===== config.mk =====
export PLATFORM = sky130hd
export DESIGN_NAME = rfc_crc16_flat
export DESIGN_NICKNAME = d
export VERILOG_FILES = /design/src/logic/rfc_pkg.sv /design/src/logic/rfc_crc_if.sv /design/src/logic/rfc_crc16.sv /design/src/flat_wrapper.sv
export SDC_FILE = /design/constraint.sdc
export NUM_CORES = 1
export LEC_CHECK = 0
export BUFFER_PORTS_ARGS = -buffer_cell sky130_fd_sc_hd__buf_4
export CAP_MARGIN = 20
export CORE_MARGIN = 2
export CORE_UTILIZATION = 30
export DETAILED_ROUTE_END_ITERATION = 12
export GPL_TIMING_DRIVEN = 0
export PLACE_DENSITY_LB_ADDON = 0.2
export SLEW_MARGIN = 0
export SYNTH_ARGS = -nofsm -noshare
export SYNTH_HDL_FRONTEND = slang
export SYNTH_SLANG_ARGS = --single-unit

===== constraint.sdc =====
create_clock -name clk_sys -period 2.2 [get_ports clk_sys]
set_input_delay 0.33 -clock clk_sys [delete_from_list [all_inputs] [get_ports clk_sys]]
set_output_delay 0.33 -clock clk_sys [all_outputs]
set_load 0.005 [all_outputs]

===== src/logic/rfc_pkg.sv =====
// constants and types for the rtu serial frame checker
// assumes a single 50 MHz system clock and byte-wide user streams
package rfc_pkg;

    typedef enum logic [1:0] {PAR_NONE, PAR_EVEN, PAR_ODD, PAR_RSVD} rfc_parity_e;
    typedef enum logic [1:0] {FLD_ADDR, FLD_FUNC, FLD_BODY, FLD_RSVD} rfc_field_e;
    typedef enum logic [1:0] {SEL_BODY, SEL_CRC_LO, SEL_CRC_HI, SEL_DONE} rfc_txsel_e;

    localparam int CLK_HZ = 50_000_000;
    localparam int CNT_W = 24;
    localparam int DIV_W = 16;

    // character shape
    localparam logic [3:0] START_BITS = 4'h1;
    localparam logic [3:0] DATA_BITS_7 = 4'h7;
    localparam logic [3:0] DATA_BITS_8 = 4'h8;
    localparam logic [3:0] STOP_BITS_PAR = 4'h1;
    localparam logic [3:0] STOP_BITS_NOPAR = 4'h2;

    // gaps in half character times: 1.5 and 3.5 characters
    localparam logic [3:0] GAP_ABORT_HALVES = 4'h3;
    localparam logic [3:0] GAP_FRAME_HALVES = 4'h7;

    // frame check
    localparam logic [15:0] CRC_INIT = 16'hffff;
    localparam logic [15:0] CRC_POLY = 16'ha001;
    localparam logic [15:0] CRC_RESIDUE = 16'h0000;

    // frame content
    localparam logic [7:0] ADDR_BCAST = 8'h00;
    localparam logic [7:0] ADDR_MAX = 8'hf7;
    localparam logic [7:0] FN_READ = 8'h03;
    localparam logic [7:0] FN_WRITE = 8'h06;
    localparam logic [7:0] MIN_FRAME_LEN = 8'h04;

    // one byte through the reflected crc shift register
    function automatic logic [15:0] crc_step(input logic [15:0] crc, input logic [7:0] d);
        logic [15:0] c;
        c = crc ^ {8'h00, d};
        for (int i = 0; i < 8; i++) begin
            c = c[0] ? ((c >> 1) ^ CRC_POLY) : (c >> 1);
        end
        return c;
    endfunction

    // parity bit that goes with a character; 7-bit mode ignores bit 7
    function automatic logic par_bit(input logic [7:0] d, input logic eight,
                                     input rfc_parity_e mode);
        logic ones;
        ones = ^(eight ? d : {1'b0, d[6:0]});
        return (mode == PAR_ODD) ? ~ones : ones;
    endfunction

    // gap length in clocks from bit period, character shape and halves
    function automatic logic [CNT_W-1:0] gap_clocks(input logic [DIV_W-1:0] div,
                                                    input logic eight,
                                                    input logic par_on,
                                                    input logic [3:0] halves);
        logic [3:0] bits;
        logic [CNT_W+3:0] p;
        bits = START_BITS + (eight ? DATA_BITS_8 : DATA_BITS_7)
             + (par_on ? (4'h1 + STOP_BITS_PAR) : STOP_BITS_NOPAR);
        p = CNT_W'(div) * CNT_W'(bits) * CNT_W'(halves);
        return p[CNT_W:1];
    endfunction

endpackage


===== src/logic/rfc_crc_if.sv =====
// carrier between the framer and its crc engines
// assumes engine and user share clk_sys
`timescale 1ns/100ps
interface rfc_crc_if;
    logic feed;
    logic first;
    logic [7:0] data;
    logic [15:0] value;
    modport engine (input feed, input first, input data, output value);
    modport user (output feed, output first, output data, input value);
endinterface


===== src/logic/rfc_crc16.sv =====
// byte-wide crc-16 engine, one byte per clock
// assumes the user pulses feed once per byte, with first on the frame's first byte
`timescale 1ns/100ps
module rfc_crc16
    import rfc_pkg::*;
(
    // clock and reset
    input wire logic clk_sys,
    input wire logic rst_n,
    // byte feed
    rfc_crc_if.engine crc
);
    logic [15:0] crc_reg;
    logic [15:0] crc_next;
    logic [15:0] seed;

    assign seed = crc.first ? CRC_INIT : crc_reg;
    assign crc_next = crc.feed ? crc_step(seed, crc.data) : crc_reg;
    assign crc.value = crc_reg;

    always_ff @(posedge clk_sys or negedge rst_n) begin
        if (!rst_n) begin
            crc_reg <= CRC_INIT;
        end else begin
            crc_reg <= crc_next;
        end
    end
endmodule // rfc_crc16


===== src/flat_wrapper.sv =====
// flat-port wrapper written by rule: the top's interface ports become plain ports
module rfc_crc16_flat import rfc_pkg::*;
  (clk_sys, rst_n, crc_feed, crc_first, crc_data, crc_value);
  rfc_crc_if crc_i ();
  input wire logic clk_sys;
  input wire logic rst_n;
  input wire logic [$bits(crc_i.feed)-1:0] crc_feed;
  input wire logic [$bits(crc_i.first)-1:0] crc_first;
  input wire logic [$bits(crc_i.data)-1:0] crc_data;
  output wire logic [$bits(crc_i.value)-1:0] crc_value;
  assign crc_i.feed = crc_feed;
  assign crc_i.first = crc_first;
  assign crc_i.data = crc_data;
  assign crc_value = crc_i.value;
  rfc_crc16 u_core (.clk_sys(clk_sys), .rst_n(rst_n), .crc(crc_i));
endmodule

==> results of run 1 <==
routing by layer:
layer  track usage  part of all wire  up-vias
met2         0.201              0.44       24
met5             0                 0        -
li1              -                 -      352
met3        0.0273             0.057        5
met4        0.0547             0.020        0
met1         0.181              0.48      325
worst paths after layout:
path | startpoint | end | slack, ps | depth (start not counted)
setup / recovery | u_core.crc.value[3]$_DFFE_PN1P_ | u_core.crc.value[15]$_DFFE_PN1P_ | 250 | 6
hold / removal | rst_n | u_core.crc.value[9]$_DFFE_PN1P_ | 100 | 1
setup reg to reg | u_core.crc.value[3]$_DFFE_PN1P_ | u_core.crc.value[15]$_DFFE_PN1P_ | 250 | 6
hold reg to reg | u_core.crc.value[10]$_DFFE_PN1P_ | u_core.crc.value[2]$_DFFE_PN1P_ | 520 | 2
max in group asynchronous | rst_n | u_core.crc.value[3]$_DFFE_PN1P_ | 2060 | 1
min in group clk_sys | crc_data[0] | u_core.crc.value[6]$_DFFE_PN1P_ | 310 | 3
stage by stage:
stage          hold slack, ps  power, mW
2_1_floorplan             182       1.14
3_3_place_gp              428       1.41
3_5_place_dp              437       1.41
4_1_cts                   107       1.58
5_1_grt                   114       1.68
6_report                  103       1.56
critical path: stages, from the launching register on:
cell     delay, ps
dfstp_2        600
xnor2_1        130
nor2_1          70
xnor2_1        240
xnor3_2        430
xnor2_1        160
mux2_4         260
kinds of logic (layout without fill, tap and decap cells):
logic type             count (synthesis)  after routing  synth area share
AO/OA/AOI/OAI                          9              9            0.0456
XOR/XNOR                              29             29             0.319
buffers and inverters                  6             34            0.0241
flip-flops                            16             16             0.426
multiplexers                           7              7            0.0824
AND/OR/NAND/NOR                       25             25             0.103
cells in the mapped netlist:
| master | n | area share |
|---|---|---|
| buf_2 | 1 | 0.0051 |
| xnor3_1 | 2 | 0.046 |
| xnor2_1 | 25 | 0.22 |
| a21oi_1 | 9 | 0.046 |
| clkbuf_1 | 2 | 0.0076 |
| xnor2_4 | 1 | 0.028 |
| xnor3_2 | 1 | 0.024 |
| mux2i_1 | 1 | 0.010 |
| dfstp_2 | 16 | 0.43 |
| mux2_2 | 5 | 0.057 |
| inv_1 | 1 | 0.0038 |
| mux2_4 | 1 | 0.015 |
| nor2_4 | 1 | 0.011 |
| buf_1 | 2 | 0.0076 |
| nor2_1 | 24 | 0.091 |
power by group:
| group | total (mW) | leakage [nW] | internal (mW) | switching (mW) |
|---|---|---|---|---|
| clock network | 0.160 | 0.0138 | 0.0637 | 0.0967 |
| registers | 0.615 | 0.168 | 0.494 | 0.121 |
| logic | 0.784 | 0.328 | 0.494 | 0.290 |
layout make-up:
cell class,instances,area (sq um),share of cell area
multi-input combinational,70,543,0.434
tap,44,55.1,0.0440
inverter,1,3.75,0.00300
clock buffer,3,22.5,0.0180
buffer,5,20.0,0.0160
sequential,16,420,0.336
timing repair buffer,25,188,0.150
==> flow_summary.json, run 1 <==
{
  "fillers": 327,
  "port_buffers": 25,
  "grt_max_degree": 17,
  "dp.cells": 161,
  "die_h_um": 61.4,
  "fin_crit_sh": 0.885,
  "worstSkewPairLatency_ps": 290,
  "drv_cap": 0,
  "cts_resized": 0,
  "ys_warn_count": 0,
  "cts_tree": "done",
  "skew_ps": 1.21,
  "io_pins": 28,
  "cts_root_buf": "clkbuf_4",
  "postSynthAreaPerCell_sq_um": 10.7,
  "synthCells": 92,
  "rsz0062_at_grt": "false",
  "period_minus_slack_ps": 1950,
  "status": "completed",
  "core_sq_um": 3100,
  "grt_overflow_total": 0,
  "final_cell_area_sq_um": 1250,
  "grt_pass1_wl_um": 3470,
  "gp_congestion": 0.722,
  "fin_ws_ps": 254,
  "required_ps": 2430,
  "leakagePower_nw": 0.510,
  "via_per_inst": 4.30,
  "setup_viol": 0,
  "die-area_sq_um": 3770,
  "clk_path_buf_depth": 2,
  "fin_cells": 164,
  "drive_gt1_frac": 0.450,
  "drtIter0Drc": 16,
  "clock-sinks": 16,
  "die_x_um": 61.4,
  "ys_ff_latch": 16,
  "syn_to_final_growth_pct": 26.9,
  "min_path_type": "input pin to asynchronous set/reset pin",
  "dp_hpwl_um": 1550,
  "grt_pass1_vias": 693,
  "ctsHoldBuffers": 0,
  "start_util": 0.318,
  "h-tree-depth": 1,
  "cp-start-kind": "flop",
  "ys_types": 15,
  "tightest_slew_ps": 524,
  "grt.total_usage": 0.131,
  "rows": 20,
  "dpl_cell_area_sq_um": 1230,
  "cp_max_fo": 4,
  "fmax_ghz": 0.514,
  "syn_nets": 104,
  "clkTransAtPathRegs_ps": 100,
  "ant_nets": 0,
  "drc": 0,
  "synth_seq_area_share": 0.426,
  "finalSetupTns_ps": 0,
  "cp-end-kind": "flop",
  "vdd_ir_drop_max_mv": 0.638,
  "critPathKind": "flop to flop",
  "crit_arrival_ps": 2170,
  "vias": 706,
  "cellPowerDensity_nw_per_um2": 1240,
  "n_antenna_cell": 0,
  "drt_wl_total_um": 2070,
  "largest_reg_flops": 16,
  "drt_first_pass_iters": 2,
  "syn_area_sq_um": 987,
  "drv_slew": 0,
  "cts_setup_buffers": 0,
  "nets": 134,
  "final_util": 0.404,
  "layout_common_cells": "xnor2_1, buf_4, nor2_1",
  "cts_made_buffers": 3,
  "preCtsSetupSlack_ps": 260,
  "antenna_found_initial": 0,
  "maxSlewHeadroom": 0.651,
  "drt-wirelength-per-cell_um": 12.6,
  "finalHoldViolations": 0
}
Power figures use the tool's default switching activity.
==> run 2, diff against run 1 <==
Settings changed: ABC_AREA set to 1.
==> flow_summary.json, run 2 <==
{
  "required_ps": 2420,
  "clkTransAtPathRegs_ps": 90,
  "die_h_um": 63.0,
  "fin_cells": 217,
  "ant_nets": 0,
  "h-tree-depth": 1,
  "synthArstFlopShare": 1.00,
  "synth_top_area_share": 0.402,
  "cp_max_fo": 3,
  "syn_area_sq_um": 1040,
  "drive_gt1_frac": 0.351,
  "dp.cells": 214,
  "postSynthAreaPerCell_sq_um": 7.41,
  "drt_first_pass_iters": 7,
  "grt_overflow_total": 0,
  "core_sq_um": 3340,
  "ys_top_cells_by_area": "dfstp_2, nand3_1, nand2_1",
  "synth_enable_flop_cells": 0,
  "cp-end-kind": "flop",
  "cp-start-kind": "flop",
  "drtIter0Drc": 42,
  "power.total_mw": 1.12,
  "ys_types": 21,
  "min_path_type": "input pin to asynchronous set/reset pin",
  "cts_made_buffers": 3,
  "n_antenna_cell": 0,
  "ys_warn_count": 0,
  "vias": 1015,
  "fin_crit_sh": 0.888,
  "drt-wirelength-per-cell_um": 11.9,
  "syn_to_final_growth_pct": 27.8,
  "preCtsSetupSlack_ps": 231,
  "syn_nets": 153,
  "critPathKind": "flop to flop",
  "reg2regPathDepth": 14,
  "die_x_um": 63.0,
  "skew_ps": 5.43,
  "die-area_sq_um": 3970,
  "maxSlewHeadroom": 0.662,
  "cts_tree": "done",
  "layout_common_cells": "nand2_1, buf_4, nand3_1",
  "leakagePower_nw": 0.632,
  "dp_hpwl_um": 1900,
  "vdd_ir_drop_max_mv": 0.286,
  "cellPowerDensity_nw_per_um2": 838,
  "grt_pass1_vias": 956,
  "cts_root_buf": "clkbuf_4",
  "worstSkewPairLatency_ps": 290,
  "post-synth-top-count-cell": "nand2_1",
  "fillers": 360,
  "grt_max_degree": 17,
  "rsz0062_at_grt": "false",
  "largest_reg_flops": 16,
  "holdWs_ps": 109,
  "ys_ff_latch": 16,
  "synth_top_cell_by_area": "dfstp_2",
  "finalSetupTns_ps": 0,
  "port_buffers": 27,
  "fmax_ghz": 0.512,
  "cts_resized": 0,
  "synthCells": 141,
  "grt_pass1_wl_um": 4320,
  "synth_seq_area_share": 0.402,
  "rows": 21,
  "start_util": 0.313,
  "period_minus_slack_ps": 1950,
  "nets": 185,
  "setup_viol": 0,
  "drc": 0,
  "clock-sinks": 16,
  "fin_ws_ps": 247,
  "tightest_slew_ps": 507,
  "drv_slew": 0,
  "finalHoldViolations": 0,
  "cts_setup_buffers": 0,
  "gp_congestion": 0.840,
  "clk_path_buf_depth": 2,
  "status": "completed",
  "drv_cap": 0,
  "io_pins": 28,
  "via_per_inst": 4.68,
  "synthFlopType": "dfstp_2",
  "drt_wl_total_um": 2580,
  "layout_commonest_cell": "nand2_1",
  "grt.total_usage": 0.141,
  "ctsHoldBuffers": 0,
  "crit_arrival_ps": 2180,
  "synth_common_cells": "nand2_1, nand3_1, dfstp_2",
  "antenna_found_initial": 0
}
-- run 2: cell count changes after synthesis, sizes merged, moves of 2 or more --
cell | previous run | this run
xor2 | 0 | 5
buf | 3 | 1
mux2 | 6 | 0
nor2 | 25 | 17
xnor2 | 26 | 6
xnor3 | 3 | 0
nand3 | 0 | 26
inv | 1 | 15
a21oi | 9 | 5
nand2 | 0 | 31
o21ai | 0 | 13
-- run 2: area by class of cell --
type                       instances  area, sq um  share of cell area
sequential                        16          420               0.315
timing repair buffer              27          203               0.152
buffer                             3         15.0              0.0112
multi-input combinational        106          557               0.417
tap                               46         57.6              0.0431
inverter                          16         60.1              0.0450
clock buffer                       3         22.5              0.0169
-- run 2: final timing paths --
kind                                                      start                               end  slack, ps
max in group asynchronous                                 rst_n  u_core.crc.value[14]$_DFFE_PN1P_       2060
min in group clk_sys                                   crc_feed   u_core.crc.value[8]$_DFFE_PN1P_        300
worst max register to register  u_core.crc.value[1]$_DFFE_PN1P_  u_core.crc.value[15]$_DFFE_PN1P_        250
worst min-delay path                                      rst_n   u_core.crc.value[8]$_DFFE_PN1P_        110
worst max-delay path            u_core.crc.value[1]$_DFFE_PN1P_  u_core.crc.value[15]$_DFFE_PN1P_        250
worst min register to register  u_core.crc.value[2]$_DFFE_PN1P_   u_core.crc.value[2]$_DFFE_PN1P_        490
-- run 2: power by group --
group | switching, mW | total (mW) | internal (mW)
logic | 0.259 | 0.484 | 0.225
registers | 0.0558 | 0.475 | 0.420
clock network | 0.0951 | 0.159 | 0.0638
-- run 2: critical path: stages (launching register included) --
cell     delay, ps
dfstp_2        550
inv_1           50
nand2_1         80
nor2_1          50
nor2_2         140
nand2_2         90
nand2_1        100
nand2_1         80
nand3_1         90
nand3_1        100
nand3_1        120
nand3_1        130
nand3_1        100
nand2_1         70
o21ai_1        120
-- run 2: through the flow --
stage	utilization	area (sq um)
2_1_floorplan	-	1040
3_3_place_gp	0.391	1310
3_5_place_dp	0.391	1310
4_1_cts	0.398	1330
5_1_grt	0.400	1340
6_report	0.400	1340
-- run 2: cell families (layout without fill, tap and decap cells) --
kind of cell,count (synthesis),count (layout),share of synthesized area
buf+inv,19,49,0.0719
flops,16,16,0.402
simple gates,75,75,0.320
compound gates,20,20,0.0994
xor+xnor,11,11,0.107
-- run 2: routing by layer --
metal | global-route usage | vias up | wire [um]
met5 | 0 | - | 0
met4 | 0.0750 | 0 | 54
met3 | 0.0198 | 5 | 122
met2 | 0.214 | 32 | 1160
met1 | 0.191 | 462 | 1250
li1 | - | 516 | -
==> run 3, diff against run 2 <==
Settings changed: CORE_UTILIZATION 30 to 44, SLEW_MARGIN 0 to not set.
==> flow_summary.json, run 3 (synthesized netlist as in run 2, its figures left out) <==
{
  "status": "completed",
  "period_minus_slack_ps": 2010,
  "drv_cap": 0,
  "finalHoldViolations": 0,
  "clock-sinks": 16,
  "crit_arrival_ps": 2230,
  "p_int_uw": 715,
  "io_pins": 28,
  "n_antenna_cell": 0,
  "cp-end-kind": "flop",
  "via_per_inst": 5.19,
  "cp-start-kind": "flop",
  "vias": 1033,
  "seqPwrFrac": 0.417,
  "finalSetupTns_ps": 0,
  "rrSetupSlack_ps": 190,
  "drtIter0Drc": 37,
  "cts_tree": "done",
  "required_ps": 2420,
  "skew_ps": 1.88,
  "drive_gt1_frac": 0.386,
  "core_sq_um": 2230,
  "drt_wl_total_um": 2510,
  "crit_slowest_cell": "dfstp_2",
  "layout_commonest_cell": "nand2_1",
  "grt_overflow_total": 0,
  "clkTransAtPathRegs_ps": 100,
  "worstSkewPairLatency_ps": 280,
  "min_path_type": "input pin to asynchronous set/reset pin",
  "tightest_slew_ps": 564,
  "die_x_um": 52.7,
  "drc": 0,
  "h-tree-depth": 1,
  "grt_pass1_wl_um": 4130,
  "largest_reg_flops": 16,
  "crit_family": "simple AND/OR/NAND/NOR gates",
  "cp_max_fo": 5,
  "syn_to_final_growth_pct": 28.3,
  "dp_hpwl_um": 1860,
  "maxSlewHeadroom": 0.622,
  "drv_slew": 0,
  "cts_setup_buffers": 0,
  "port_buffers": 27,
  "critPathMaxStageDelay_ps": 560,
  "cpMostUsedCell": "nand3_1",
  "grt.total_usage": 0.204,
  "rsz0062_at_grt": "false",
  "swShare": 0.372,
  "gp_congestion": 0.777,
  "grt_max_degree": 17,
  "power.total_mw": 1.14,
  "fmax_ghz": 0.497,
  "antenna_found_initial": 0,
  "combPwrFrac": 0.444,
  "nets": 185,
  "ant_nets": 0,
  "rows": 17,
  "layout_common_cells": "nand2_1, buf_4, nand3_1",
  "vdd_ir_drop_max_mv": 0.488,
  "leakagePower_nw": 0.646,
  "cellPowerDensity_nw_per_um2": 850,
  "setup_viol": 0,
  "cts_made_buffers": 3,
  "die_h_um": 52.7,
  "cts_root_buf": "clkbuf_4",
  "die-area_sq_um": 2780,
  "fillers": 227,
  "drt-wirelength-per-cell_um": 12.6,
  "grt_pass1_vias": 980,
  "critPathKind": "flop to flop",
  "clkPwrFrac": 0.139,
  "start_util": 0.468,
  "clk_path_buf_depth": 2,
  "critPathBufInv": 1,
  "p_sw_uw": 424,
  "crit_path_cell_trace": "nor2_1, xor2_1, inv_1, nand3_1, nand3_2, nand3_1, nand3_2, nand3_1, nand2_1, o21ai_1",
  "fin_crit_sh": 0.915,
  "drt_first_pass_iters": 4
}
==> run 3: routing by layer <==
| metal | GRT usage | vias to the layer above | part of all wire |
|---|---|---|---|
| li1 | - | 514 | - |
| met1 | 0.251 | 475 | 0.45 |
| met2 | 0.344 | 42 | 0.48 |
| met3 | 0.0371 | 2 | 0.065 |
| met4 | 0.0940 | 0 | 0.0048 |
| met5 | 0 | - | 0 |
==> run 3: worst paths after layout <==
check                                                   endpoint  depth (start not counted)                            start
worst max-delay path            u_core.crc.value[15]$_DFFE_PN1P_                         10  u_core.crc.value[3]$_DFFE_PN1P_
worst min-delay path            u_core.crc.value[13]$_DFFE_PN1P_                          1                            rst_n
worst max register to register  u_core.crc.value[15]$_DFFE_PN1P_                         10  u_core.crc.value[3]$_DFFE_PN1P_
worst min register to register   u_core.crc.value[2]$_DFFE_PN1P_                          2  u_core.crc.value[2]$_DFFE_PN1P_
max in group asynchronous        u_core.crc.value[8]$_DFFE_PN1P_                          1                            rst_n
min in group clk_sys             u_core.crc.value[0]$_DFFE_PN1P_                          4                         crc_feed
==> run 3: per-stage QoR <==
step                      cells  hold WS (ps)  setup slack [ps]   util  instance area [sq um]
final                       199           113               187  0.600                   1340
after global routing        199           123              1.04  0.600                   1340
after CTS                   199           115               218  0.584                   1310
after detailed placement    196           435               179  0.574                   1280
after global placement      196           422               288  0.574                   1280
after floorplan             141           182               485      -                   1040
==> run 3: what timing repair did <==
action                                  in CTS  in global routing
gates resized for setup                      0                  7
endpoints found under the setup margin       0                  2
hold buffers                                 0                  0
==> run 3: area by class of cell <==
class / count / area, sq um / share of cell area
plain buffers: 3 / 15.0 / 0.0112
flip-flops and latches: 16 / 420 / 0.314
multi-input cells: 106 / 584 / 0.436
inverters: 16 / 60.1 / 0.0448
clock buffers: 3 / 22.5 / 0.0168
well taps: 28 / 35.0 / 0.0261
repair buffers: 27 / 203 / 0.151
==> run 3: worst register-to-register path: stages, from the launching register on <==
cell,delay (ps)
dfstp_2,560
nor2_1,50
xor2_1,400
inv_1,120
nand3_1,170
nand3_2,130
nand3_1,120
nand3_2,100
nand3_1,100
nand2_1,70
o21ai_1,120
==> run 3: power groups by stage <==
stage	Sequential (mW)	Combinational, mW	Clock, mW
6_report	0.475	0.506	0.158
3_5_place_dp	0.480	0.484	0
2_1_floorplan	0.479	0.285	0
3_3_place_gp	0.475	0.472	0
4_1_cts	0.477	0.485	0.163
5_1_grt	0.489	0.571	0.173
